--- src/nfc_opt_defs.svh ---
`ifndef NFC_OPT_DEFS_SVH
`define NFC_OPT_DEFS_SVH

// Printed offsets are register indices; byte address is index times four
`define IDX_TYPEB_TYPEF_RX_OPTIONS  8'h07
`define IDX_STREAM_MODE_DEFINITION  8'h08
`define IDX_AUXILIARY_OPTIONS       8'h09
`define ADDR_TYPEB_TYPEF_RX_OPTIONS 12'h01C
`define ADDR_STREAM_MODE_DEFINITION 12'h020
`define ADDR_AUXILIARY_OPTIONS      12'h024
`define ADDR_EVENT_STATUS           12'h040

`define RST_TYPEB_TYPEF_RX_OPTIONS  8'h00
`define RST_STREAM_MODE_DEFINITION  8'h00
`define RST_AUXILIARY_OPTIONS       8'h04

// Field positions
`define BIT_NO_SOF          5
`define BIT_NO_EOF          4
`define BIT_EOF_WIDE        3
`define BIT_PHASE_TOL       2
`define BIT_NO_CRC          7
`define BIT_CRC_TO_FIFO     6
`define BIT_AMPLITUDE_SEL   5
`define BIT_FIELD_DET       4
`define BIT_DRIVER_FLOAT    3
`define BIT_RX_TOL          2
`define STREAM_WRITE_MASK   8'h7F

// Sub-carrier periods for reply delay
`define REPLY_DELAY_80      8'd80
`define REPLY_DELAY_64      8'd64
`define REPLY_DELAY_32      8'd32

`endif

--- src/nfc_opt_pkg.sv ---
package nfc_opt_pkg;
  typedef enum logic [1:0] {
    rate_fc128,
    rate_fc64,
    rate_fc32,
    rate_fc16_up
  } bit_rate_type;

  typedef struct packed {
    logic [7:0] rx_options;
    logic [7:0] stream_mode;
    logic [7:0] aux_options;
    logic       pready;
    logic       pslverr;
    logic [31:0] prdata;
    logic [7:0] reply_delay;
    logic       reply_delay_valid;
    logic       accept_no_sof;
    logic       accept_no_eof;
    logic       eof_up_to_12;
    logic       phase_tolerant;
    logic [6:0] preamble_len;
    logic [3:0] report_pulses;
    logic       pulses_valid;
    logic [2:0] subcarrier_div_log2;
    logic       subcarrier_valid;
    logic [2:0] tx_period_div_log2;
    logic       tx_period_valid;
    logic       skip_crc;
    logic       crc_to_fifo;
    logic       amplitude_mode;
    logic       field_detector_on;
    logic       driver_float;
    logic       rx_tolerant;
    logic [1:0] field_on_count;
    logic       preset_seen;
  } state_type;
endpackage

--- src/nfc_framing_option_registers.sv ---
`timescale 1ns/10ps
`include "nfc_opt_defs.svh"

module nfc_framing_option_registers (
  input  wire logic        clk,
  input  wire logic        srst,
  input  wire logic [11:0] paddr,
  input  wire logic        psel,
  input  wire logic        penable,
  input  wire logic        pwrite,
  input  wire logic [31:0] pwdata,
  input  wire logic [3:0]  pstrb,
  output logic             pready,
  output logic             pslverr,
  output logic [31:0]      prdata,
  input  wire logic        set_default_cmd,
  input  wire logic        analog_preset_cmd,
  input  wire logic        preset_am,
  input  wire logic        preset_field_det,
  input  wire logic        tx_reqa_cmd,
  input  wire logic        tx_wupa_cmd,
  input  wire logic        anticollision_frame,
  input  wire logic        bpsk_mode,
  input  wire logic [1:0]  bit_rate,
  output logic [7:0]       reply_delay,
  output logic             reply_delay_valid,
  output logic             accept_no_sof,
  output logic             accept_no_eof,
  output logic             eof_up_to_12,
  output logic             phase_tolerant,
  output logic [6:0]       preamble_len,
  output logic [3:0]       report_pulses,
  output logic             pulses_valid,
  output logic [2:0]       subcarrier_div_log2,
  output logic             subcarrier_valid,
  output logic [2:0]       tx_period_div_log2,
  output logic             tx_period_valid,
  output logic             skip_crc,
  output logic             crc_to_fifo,
  output logic             amplitude_mode,
  output logic             field_detector_on,
  output logic             driver_float,
  output logic             rx_tolerant,
  output logic [1:0]       field_on_count
);

  nfc_opt_pkg::state_type state;
  nfc_opt_pkg::state_type next_state;

  logic       access;
  logic       wr;
  logic       hit_rx;
  logic       hit_stream;
  logic       hit_aux;
  logic       hit_status;
  logic [7:0] rx_v;
  logic [7:0] sm_v;
  logic [7:0] ax_v;

  assign access     = psel && penable && !state.pready;
  assign wr         = access && pwrite && pstrb[0];
  assign hit_rx     = paddr == `ADDR_TYPEB_TYPEF_RX_OPTIONS;
  assign hit_stream = paddr == `ADDR_STREAM_MODE_DEFINITION;
  assign hit_aux    = paddr == `ADDR_AUXILIARY_OPTIONS;
  assign hit_status = paddr == `ADDR_EVENT_STATUS;

  always_comb begin
    next_state = state;
    next_state.pready  = access;
    next_state.pslverr = access && !(hit_rx || hit_stream || hit_aux || hit_status);
    next_state.prdata  = 32'h0000_0000;
    if (access && !pwrite) begin
      if (hit_rx) begin
        next_state.prdata = {24'h00_0000, state.rx_options};
      end else if (hit_stream) begin
        next_state.prdata = {24'h00_0000, state.stream_mode};
      end else if (hit_aux) begin
        next_state.prdata = {24'h00_0000, state.aux_options};
      end else if (hit_status) begin
        next_state.prdata = {31'h0000_0000, state.preset_seen};
      end
    end
    if (wr && hit_rx) begin
      next_state.rx_options = pwdata[7:0];
    end
    if (wr && hit_stream) begin
      next_state.stream_mode = pwdata[7:0] & `STREAM_WRITE_MASK;
    end
    if (wr && hit_aux) begin
      next_state.aux_options = pwdata[7:0];
    end
    // Preset acts after any same-cycle write so hardware wins
    if (analog_preset_cmd) begin
      next_state.aux_options[`BIT_AMPLITUDE_SEL] = preset_am;
      next_state.aux_options[`BIT_FIELD_DET]     = preset_field_det;
      next_state.preset_seen = 1'b1;
    end else if (wr && hit_status && pwdata[0]) begin
      next_state.preset_seen = 1'b0;
    end
    if (set_default_cmd) begin
      next_state.rx_options  = `RST_TYPEB_TYPEF_RX_OPTIONS;
      next_state.stream_mode = `RST_STREAM_MODE_DEFINITION;
      next_state.aux_options = `RST_AUXILIARY_OPTIONS;
    end

    // Decode from the values being loaded so outputs track registers in the same cycle
    rx_v = next_state.rx_options;
    sm_v = next_state.stream_mode;
    ax_v = next_state.aux_options;

    case (rx_v[7:6])
      2'b00: begin
        next_state.reply_delay       = `REPLY_DELAY_80;
        next_state.reply_delay_valid = 1'b1;
      end
      2'b01: begin
        next_state.reply_delay       = (bit_rate == nfc_opt_pkg::rate_fc128) ?
                                       `REPLY_DELAY_64 : `REPLY_DELAY_32;
        next_state.reply_delay_valid = 1'b1;
      end
      default: begin
        next_state.reply_delay       = 8'h00;
        next_state.reply_delay_valid = 1'b0;
      end
    endcase
    next_state.accept_no_sof  = rx_v[`BIT_NO_SOF];
    next_state.accept_no_eof  = rx_v[`BIT_NO_EOF];
    // Fast rates have one sub-carrier period per bit, so 11 and 12 etu blur
    next_state.eof_up_to_12   = rx_v[`BIT_EOF_WIDE] &&
                                (bit_rate != nfc_opt_pkg::rate_fc16_up);
    next_state.phase_tolerant = rx_v[`BIT_PHASE_TOL];
    next_state.preamble_len   = 7'(7'd48 + {rx_v[1:0], 4'b0000});

    case (sm_v[4:3])
      2'b00: begin
        next_state.report_pulses = 4'h1;
        next_state.pulses_valid  = bpsk_mode;
      end
      2'b01: begin
        next_state.report_pulses = 4'h2;
        next_state.pulses_valid  = 1'b1;
      end
      2'b10: begin
        next_state.report_pulses = 4'h4;
        next_state.pulses_valid  = 1'b1;
      end
      default: begin
        next_state.report_pulses = 4'h8;
        next_state.pulses_valid  = 1'b1;
      end
    endcase
    if (bpsk_mode) begin
      next_state.subcarrier_div_log2 = 3'(3'd4 - {1'b0, sm_v[6:5]});
      next_state.subcarrier_valid    = sm_v[6:5] != 2'b11;
    end else begin
      next_state.subcarrier_div_log2 = 3'(3'd6 - {1'b0, sm_v[6:5]});
      next_state.subcarrier_valid    = 1'b1;
    end
    next_state.tx_period_div_log2 = (sm_v[2:0] == 3'b111) ? 3'd0 :
                                    3'(3'd7 - sm_v[2:0]);
    next_state.tx_period_valid    = sm_v[2:0] != 3'b111;

    next_state.skip_crc = ax_v[`BIT_NO_CRC] || tx_reqa_cmd || tx_wupa_cmd ||
                          anticollision_frame;
    next_state.crc_to_fifo       = ax_v[`BIT_CRC_TO_FIFO];
    next_state.amplitude_mode    = ax_v[`BIT_AMPLITUDE_SEL];
    next_state.field_detector_on = ax_v[`BIT_FIELD_DET];
    // Float holds for every keyed protocol, not only transparent transmit
    next_state.driver_float      = ax_v[`BIT_DRIVER_FLOAT];
    next_state.rx_tolerant       = ax_v[`BIT_RX_TOL];
    next_state.field_on_count    = ax_v[1:0];
  end

  always_ff @(posedge clk) begin
    if (srst) begin
      state             <= '0;
      state.rx_options  <= `RST_TYPEB_TYPEF_RX_OPTIONS;
      state.stream_mode <= `RST_STREAM_MODE_DEFINITION;
      state.aux_options <= `RST_AUXILIARY_OPTIONS;
      state.reply_delay <= `REPLY_DELAY_80;
      state.reply_delay_valid   <= 1'b1;
      state.preamble_len        <= 7'd48;
      state.report_pulses       <= 4'h1;
      state.subcarrier_div_log2 <= 3'd6;
      state.subcarrier_valid    <= 1'b1;
      state.tx_period_div_log2  <= 3'd7;
      state.tx_period_valid     <= 1'b1;
      state.rx_tolerant         <= 1'b1;
    end else begin
      state <= next_state;
    end
  end

  assign pready              = state.pready;
  assign pslverr             = state.pslverr;
  assign prdata              = state.prdata;
  assign reply_delay         = state.reply_delay;
  assign reply_delay_valid   = state.reply_delay_valid;
  assign accept_no_sof       = state.accept_no_sof;
  assign accept_no_eof       = state.accept_no_eof;
  assign eof_up_to_12        = state.eof_up_to_12;
  assign phase_tolerant      = state.phase_tolerant;
  assign preamble_len        = state.preamble_len;
  assign report_pulses       = state.report_pulses;
  assign pulses_valid        = state.pulses_valid;
  assign subcarrier_div_log2 = state.subcarrier_div_log2;
  assign subcarrier_valid    = state.subcarrier_valid;
  assign tx_period_div_log2  = state.tx_period_div_log2;
  assign tx_period_valid     = state.tx_period_valid;
  assign skip_crc            = state.skip_crc;
  assign crc_to_fifo         = state.crc_to_fifo;
  assign amplitude_mode      = state.amplitude_mode;
  assign field_detector_on   = state.field_detector_on;
  assign driver_float        = state.driver_float;
  assign rx_tolerant         = state.rx_tolerant;
  assign field_on_count      = state.field_on_count;
endmodule

--- config.mk ---
export PLATFORM = sky130hd
export DESIGN_NAME = nfc_framing_option_registers
export DESIGN_NICKNAME = d
export VERILOG_FILES = /design/src/nfc_opt_pkg.sv /design/src/nfc_framing_option_registers.sv
export VERILOG_INCLUDE_DIRS = /design/src
export SDC_FILE = /design/constraint.sdc
export NUM_CORES = 1
export LEC_CHECK = 0
export ABC_AREA = 1
export BUFFER_PORTS_ARGS = -buffer_cell sky130_fd_sc_hd__buf_2
export CORE_UTILIZATION = 47
export DETAILED_ROUTE_END_ITERATION = 7
export PLACE_DENSITY = 0.78
export SLEW_MARGIN = 25
export SYNTH_ARGS = -nofsm -noshare
export SYNTH_HDL_FRONTEND = slang
export SYNTH_SLANG_ARGS = --single-unit
--- constraint.sdc ---
create_clock -name clk -period 2.17 [get_ports clk]
set_input_delay 0.5425 -clock clk [delete_from_list [all_inputs] [get_ports clk]]
set_output_delay 0.5425 -clock clk [all_outputs]
set_load 0.1 [all_outputs]
---- After elaboration in Yosys (flattened, before gate mapping) ----
Index checks and enable logic that the tools add are counted.
word-level totals
  register bits after elaboration ......... 99
  latch bits .............................. 0
  bits in writable memories ............... 0
  bits in read-only memories .............. 0
  input port bits ......................... 63
  memories ................................ 0
operators by class
  add/sub/neg operators ................... 4
  multipliers ............................. 0
  div/mod/pow operators ................... 0
  magnitude comparators ................... 0
  eq/ne operators ......................... 11
  shift-type cells ........................ 0
  muxes and demuxes ....................... 16
  bitwise operators ....................... 2
  reductions and logical operators ........ 28
operators with widths
  cell                                              number
  two-way mux 8 bit                                 5
  == test 12 x 6 -> 1 bit (second input constant)   2
  two-way mux 24 bit                                1
  case mux 8 bit (2 select lines)                   1
  case mux 5 bit (3 select lines)                   1
  two-way mux 7 bit                                 2
  == test 12 x 5 -> 1 bit (second input constant)   1
  == test 12 x 7 -> 1 bit (second input constant)   1
  logical AND 1 bit                                 12
  adder 6 x 6 -> 7 bit (first input constant)       1
  logical NOT 2 bit                                 3
  logical OR 1 bit                                  6
  subtractor 3 x 2 -> 3 bit (first input constant)  2
  OR reduction 5 bit                                1
  == test 2 x 1 -> 1 bit (second input constant)    2
  two-way mux 4 bit                                 1
  != test 2 bit (second input constant)             2
  OR reduction 2 bit                                2
  == test 3 bit (second input constant)             1
  logical NOT 1 bit                                 3
  two-way mux 1 bit                                 3
  two-way mux 3 bit                                 1
  != test 3 bit (second input constant)             1
  subtractor 3 bit (first input constant)           1
  other kinds (4)                                   5

---- Depth between registers and ports, before layout ----
Gate-level depths: netlist (run 1).
  word-level depth ........................ 11
  mapped depth ............................ 11
  mapped depth without buffers ............ 11

---- Least setup slack after synthesis (run 1) ----
Ideal clock, no wire load.
  path type ............................... flip-flop to flip-flop
  start point ............................. register state (netlist bit pready)
  end point ............................... register subcarrier_div_log2[1] (netlist name)
  data arrival time ....................... 2.177 ns
  data required time ...................... 2.054 ns
  slack ................................... -0.124 ns
  cell stages (with the launch flop) ...... 11
  buffers on the path ..................... 1
  clock period less this slack ............ 2.294 ns
  path through ............................ dfxtp_1 inv_1 nand3_2 nor2_4 buf_4 nand4_1 nand2_1 nand2_1 inv_1 fa_1 nand2_1
between the ends
  word-level cells in the longest chain between the ends .. 9
RTL lines
  what                                                 RTL line                                                                  text
  from (decl)                                          nfc_framing_option_registers.sv:47                                        nfc_opt_pkg::state_type state;
  from (signal assigned)                               nfc_framing_option_registers.sv:190                                       state <= next_state;
  logical NOT 1 bit (*)                                nfc_framing_option_registers.sv:60                                        assign access = psel && penable && !state.pready;
  logical AND 1 bit (*)                                nfc_framing_option_registers.sv:60
  logical AND 1 bit (*) (2 in series)                  nfc_framing_option_registers.sv:61                                        assign wr = access && pwrite && pstrb[0];
  logical AND 1 bit (*)                                nfc_framing_option_registers.sv:86                                        if (wr && hit_stream) begin
  two-way mux 7 bit (*)                                nfc_framing_option_registers.sv:86
  two-way mux 24 bit (*)                               nfc_framing_option_registers.sv:100                                       if (set_default_cmd) begin
  subtractor 3 x 2 -> 3 bit, on equally long branches  nfc_framing_option_registers.sv:156, nfc_framing_option_registers.sv:153
  two-way mux 4 bit (*)                                nfc_framing_option_registers.sv:152                                       if (bpsk_mode) begin
Every way passes the cells marked *; elsewhere a longest branch is shown, timed or not.
A chain may end at the register's enable or synchronous reset.

---- Worst setup path in the final report (run 1) ----
  start point ............................. input paddr[6]
  end point ............................... register subcarrier_div_log2[1] (netlist name)
between the ends
  word-level cells in the longest chain between the ends .. 6
RTL lines
  what                                                 RTL line                                                                  text
  from (decl)                                          nfc_framing_option_registers.sv:7                                         input wire logic [11:0] paddr,
  == test 12 x 6 -> 1 bit (no source line) (*)         n/a
  logical AND 1 bit (*)                                nfc_framing_option_registers.sv:86
  two-way mux 7 bit (*)                                nfc_framing_option_registers.sv:86
  two-way mux 24 bit (*)                               nfc_framing_option_registers.sv:100
  subtractor 3 x 2 -> 3 bit, on equally long branches  nfc_framing_option_registers.sv:156, nfc_framing_option_registers.sv:153
  two-way mux 4 bit (*)                                nfc_framing_option_registers.sv:152
Marked as above.

==> results of run 1 <==
-- per-layer routing --
| layer | global-route usage | wire [um] | share of wire |
|---|---|---|---|
| met5 | 0 | 0 | 0 |
| met4 | 0.0643 | 86 | 0.015 |
| met3 | 0.0494 | 333 | 0.057 |
| met2 | 0.316 | 2870 | 0.49 |
| met1 | 0.224 | 2600 | 0.44 |
-- synth_stat cells (3+ instances only) --
cell type,instances,share of area
nor2_2,6,0.013
nor2_1,34,0.044
o21ai_2,4,0.012
nand4_1,8,0.017
buf_6,3,0.012
ha_1,6,0.026
inv_1,53,0.068
buf_4,60,0.15
nand3_1,10,0.017
a21oi_1,11,0.019
inv_2,7,0.0090
nor2_4,3,0.012
o211ai_1,3,0.0077
nand2_2,7,0.015
nand3_2,4,0.014
nand2_1,58,0.074
dfxtp_1,55,0.38
o21ai_0,13,0.022
-- critical path, stage by stage --
cell and delay (ns):
buf_2 0.11, nor2_2 0.14, nand3_2 0.14, nor2_1 0.16
nand3_1 0.11, nand2_1 0.08, nand2_1 0.08, nand2_1 0.08
inv_1 0.07, fa_1 0.50, nand2_1 0.05
-- layout make-up --
| class | instances | area [sq um] | area share |
|---|---|---|---|
| clock inverters | 3 | 46.3 | 0.0143 |
| well taps | 75 | 93.8 | 0.0290 |
| multi-input cells | 224 | 1210 | 0.376 |
| clock buffers | 5 | 68.8 | 0.0213 |
| flip-flops and latches | 55 | 1100 | 0.341 |
| inverters | 61 | 229 | 0.0709 |
| repair buffers | 89 | 475 | 0.147 |
-- worst max path at each step --
stage	to	slack [ns]
2_1_floorplan	subcarrier_div_log2[1]	0.20
3_3_place_gp	subcarrier_div_log2[1]	0.02
3_5_place_dp	subcarrier_div_log2[1]	0.01
4_1_cts	subcarrier_div_log2[1]	0.33
5_1_grt	subcarrier_div_log2[1]	0.16
6_report	subcarrier_div_log2[1]	0.31
-- logic make-up after synthesis --
family                     share of synthesized area
and+or+nand+nor                                0.256
DFF                                            0.377
other                                        0.00128
AOI/OAI and AO/OA                             0.0852
adders and majority gates                     0.0325
buffers and inverters                          0.249
-- through the flow --
step	cell area, sq um	util	worst slack, ns	std cells
4_1_cts	3230	0.542	0.325	512
3_3_place_gp	3120	0.523	0.0184	504
6_report	3230	0.542	0.314	512
3_5_place_dp	3120	0.523	0.0108	504
2_1_floorplan	3040	-	0.203	406
5_1_grt	3230	0.542	0.161	512
-- registers in the layout, summed over array words and instances, names as in the netlist --
name / count
state: 24
prdata: 8
report_pulses: 4
preamble_len: 3
reply_delay: 3
tx_period_div_log2: 3
subcarrier_div_log2: 2
eof_up_to_12: 1
pready: 1
pslverr: 1
pulses_valid: 1
reply_delay_valid: 1
skip_crc: 1
subcarrier_valid: 1
tx_period_valid: 1
-- report_power, final --
group	total, mW	internal, mW	switching [mW]	leakage (nW)
sequential	1.02	1.02	0.00275	0.446
combinational	0.417	0.0520	0.365	1.25
clock	0.693	0.348	0.345	0.0548
total	2.13	1.42	0.713	1.75
==> results.json, run 1 <==
{
  "p_leak_nw": 1.75,
  "worstRegToRegCells": 10,
  "layout_common_cells": "buf_2, nand2_1, dfxtp_1",
  "clkLatencyLatePin_ns": 0.31,
  "wl_per_cell_um": 11.5,
  "fp.dieW_um": 80.9,
  "endpoint_kind": "flip-flop",
  "ys.flop_type": "dfxtp_1",
  "cts_setup_buffers": 0,
  "ys_ff_latch": 55,
  "vias": 2309,
  "cts_buffers": 5,
  "vdd_drop_max_mv": 0.327,
  "worst_setup_path_start_kind": "input pin",
  "nets": 506,
  "ios": 138,
  "maxSlewViolCount": 0,
  "cts_root_buf": "clkbuf_8",
  "grt_overflow": 0,
  "final_common_cell": "buf_2",
  "dieArea_sq_um": 6540,
  "netlist_instances": 374,
  "cts_max_path_buffers": 2,
  "p_per_area_nw_per_um2": 659,
  "cts_tree": "done",
  "yosysWarnings": 0,
  "yosysSeqAreaShare": 0.377,
  "relSlewSlack": 0.661,
  "hp-start": "state[97]",
  "synth.distinct_cells": 40,
  "worstPathRequired_ns": 2.38,
  "drive_gt1_frac": 0.320,
  "hold_buffers": 0,
  "synth_edf_count": 0,
  "initialDrtViolationCount": 105,
  "final.setup.tns_ns": 0,
  "finalPower_mw": 2.13,
  "tightest_slew_ns": 0.512,
  "track_usage": 0.186,
  "status": "completed",
  "n_antenna_cell": 0,
  "routed_via_density": 4.51,
  "antenna_found_initial": 0,
  "worst-path-max-fanout": 3,
  "portBuffers": 77,
  "cp.arrival_ns": 2.07,
  "synthArstFlopShare": 0,
  "syn_area_per_cell_sq_um": 7.81,
  "fin_crit_sh": 0.855,
  "grt_max_degree": 19,
  "dpl.hpwl_um": 4630,
  "syn_area_sq_um": 2920,
  "initial_core_util": 0.491,
  "grt_pass1_wl_um": 9150,
  "rows": 28,
  "min_path_cells": 2,
  "r2r_slack_ns": 0.40,
  "fillers": 600,
  "cts_resized": 0,
  "hold_path.class": "reg -> reg",
  "gp_congestion": 0.867,
  "finalSetupViolCount": 0,
  "crit_start": "paddr[6]",
  "path_clk_slew_ns": 0.10,
  "h-tree-depth": 2,
  "hold_viol_final": 0,
  "routed_wl_um": 5890,
  "holdWs_ns": 0.468,
  "min_period_ns": 1.86,
  "rsz0062_at_grt": "false",
  "die_y_um": 80.9,
  "worstReg2RegStart": "pready",
  "grt_pass1_vias": 2076,
  "fmax_ghz": 0.539,
  "drc": 0,
  "skew_ns": 0.0122,
  "hold_path_end": "state[97]",
  "worstReg2RegEnd": "subcarrier_div_log2[1]",
  "area_growth_pct": 10.5,
  "core_sq_um": 5960,
  "first_pass_iters": 4,
  "cap_violations": 0,
  "ant_nets": 0,
  "clock_sinks": 55,
  "crit_type": "in -> reg"
}
(Power assumes the default switching activity.)
==> inputs of run 2 (changes only) <==
GPL_ROUTABILITY_DRIVEN = 0   (was not set)
clock period = 2.1 ns   (was 2.17 ns; I/O delays follow)
==> run 2 against run 1 <==
Compared with the run above:
- clock-buffer cell count is the same
- via count increased by 1.2%
- global-route usage rose by 0.13 points
- non-clock buffer count unchanged
- critical path depth stayed put
- routed wire length up 0.66%
- clock skew decreased by 0.0067 ns
- worst hold slack got worse by 0.00053 ns
- largest power group unchanged
==> results.json, run 2 (synthesized netlist as in run 1, its figures left out) <==
{
  "fp.dieW_um": 80.9,
  "grt_pass1_wl_um": 9230,
  "cts_buffers": 5,
  "ios": 138,
  "clkLatencyLatePin_ns": 0.31,
  "vdd_drop_max_mv": 0.349,
  "cts_root_buf": "clkbuf_8",
  "dpl.hpwl_um": 4670,
  "cts_max_path_buffers": 2,
  "cap_violations": 0,
  "combPwrFrac": 0.207,
  "die_y_um": 80.9,
  "endpoint_kind": "flip-flop",
  "top_register": "state",
  "hold_viol_final": 0,
  "drive_gt1_frac": 0.320,
  "routed_via_density": 4.56,
  "dieArea_sq_um": 6540,
  "area_growth_pct": 9.76,
  "initial_core_util": 0.491,
  "fillers": 583,
  "grt_overflow": 0,
  "worstRegToRegCells": 10,
  "portBuffers": 77,
  "final_common_cell": "buf_2",
  "p_clk_frac": 0.288,
  "skew_ns": 0.00543,
  "min_path_cells": 2,
  "fin_crit_sh": 0.866,
  "grt_pass1_vias": 2047,
  "n_antenna_cell": 0,
  "hold_buffers": 0,
  "critical_path_depth": 11,
  "rows": 28,
  "crit_family": "simple AND/OR/NAND/NOR gates",
  "layout_common_cells": "buf_2, nand2_1, dfxtp_1",
  "seq_area_sq_um": 1100,
  "path_cells": "buf_2, nor2_2, nand3_2, nor2_1, nand3_1, nand2_1, nand2_1, nand2_1, inv_1, fa_1, nand2_1",
  "preCtsSetupSlack_ns": -0.0443,
  "cts_resized": 0,
  "h-tree-depth": 2,
  "maxSlewViolCount": 0,
  "critical_path_buf_inv_count": 2,
  "finalSetupViolCount": 0,
  "power_frac_seq": 0.505,
  "worst-path-max-fanout": 3,
  "antenna_found_initial": 0,
  "multi_input_area_sq_um": 1210,
  "grt_max_degree": 19,
  "clock_sinks": 55,
  "fmax_ghz": 0.550,
  "cts_setup_buffers": 0,
  "p_int_mw": 1.35,
  "ant_nets": 0,
  "worstPathRequired_ns": 2.31,
  "final.setup.tns_ns": 0,
  "crit_path_top_delay_cell": "fa_1",
  "nets": 506,
  "status": "completed",
  "power.switching_mw": 0.739,
  "wl_per_cell_um": 11.6,
  "routed_wl_um": 5930,
  "core_sq_um": 5960,
  "crit_type": "in -> reg",
  "rsz0062_at_grt": "false",
  "drc": 0,
  "largest_reg_flops": 24,
  "p_leak_nw": 1.74,
  "vias": 2337,
  "slowest_delay_ns": 0.50,
  "p_per_area_nw_per_um2": 650,
  "worst_setup_path_start_kind": "input pin",
  "fin_ws_ns": 0.282,
  "switching_share": 0.355,
  "cts_tree": "done",
  "hold_path.class": "reg -> reg",
  "track_usage": 0.187,
  "cp.arrival_ns": 2.03,
  "crit_top_cell": "nand2_1",
  "initialDrtViolationCount": 131,
  "path_clk_slew_ns": 0.10,
  "first_pass_iters": 4,
  "min_period_ns": 1.82
}
## run 2: changes by cell type in the layout (fill, tap and decap cells not counted), sizes merged
cell / previous run / this run
clkinv: 1 / 2
bufinv: 1 / 0
## run 2: worst register-to-register path, stage by stage, from the launching register on
cell and delay [ns]:
dfxtp_2 0.33, inv_1 0.05, nand3_2 0.09, nor2_4 0.19, nand3_1 0.13, nand2_1 0.07, nand2_1 0.07, nand2_1 0.08
inv_1 0.06, fa_1 0.50, nand2_1 0.05
## run 2: metrics by stage
step | hold WS, ns | instances | total power [mW] | area, sq um | util
6_report | 0.468 | 512 | 2.08 | 3210 | 0.539
5_1_grt | 0.490 | 512 | 2.16 | 3210 | 0.539
4_1_cts | 0.466 | 512 | 2.09 | 3210 | 0.539
3_5_place_dp | 0.450 | 504 | 1.51 | 3120 | 0.523
3_3_place_gp | 0.448 | 504 | 1.50 | 3120 | 0.523
2_1_floorplan | 0.439 | 406 | 1.49 | 3040 | -
## run 2: path summary, 6_finish.rpt
kind	start	end	slack, ns
max reg2reg	pready	subcarrier_div_log2[1]	0.38
min reg2reg	state[97]	state[97]	0.47
max	paddr[6]	subcarrier_div_log2[1]	0.28
min	state[97]	state[97]	0.47
## run 2: layout make-up
| cell class | instances | area share |
|---|---|---|
| repair buffers | 89 | 0.148 |
| clock buffers | 5 | 0.0215 |
| multi-input cells | 224 | 0.379 |
| well taps | 75 | 0.0293 |
| inverters | 61 | 0.0714 |
| flip-flops and latches | 55 | 0.344 |
| clock inverters | 3 | 0.00741 |
## run 2: power groups by stage
| stage | sequential (mW) | combinational (mW) | clock, mW |
|---|---|---|---|
| finish | 1.05 | 0.432 | 0.599 |
| global route | 1.05 | 0.451 | 0.652 |
| CTS | 1.05 | 0.432 | 0.610 |
| detailed placement | 1.08 | 0.431 | 0 |
| global placement | 1.08 | 0.428 | 0 |
| floorplan | 1.11 | 0.372 | 0 |
## run 2: metal layers
layer / GRT usage / vias to the layer above / wire (um)
li1: - / 1182 / -
met1: 0.212 / 1063 / 2540
met2: 0.342 / 84 / 2910
met3: 0.0404 / 8 / 402
met4: 0.0643 / 0 / 80
met5: 0 / - / 0
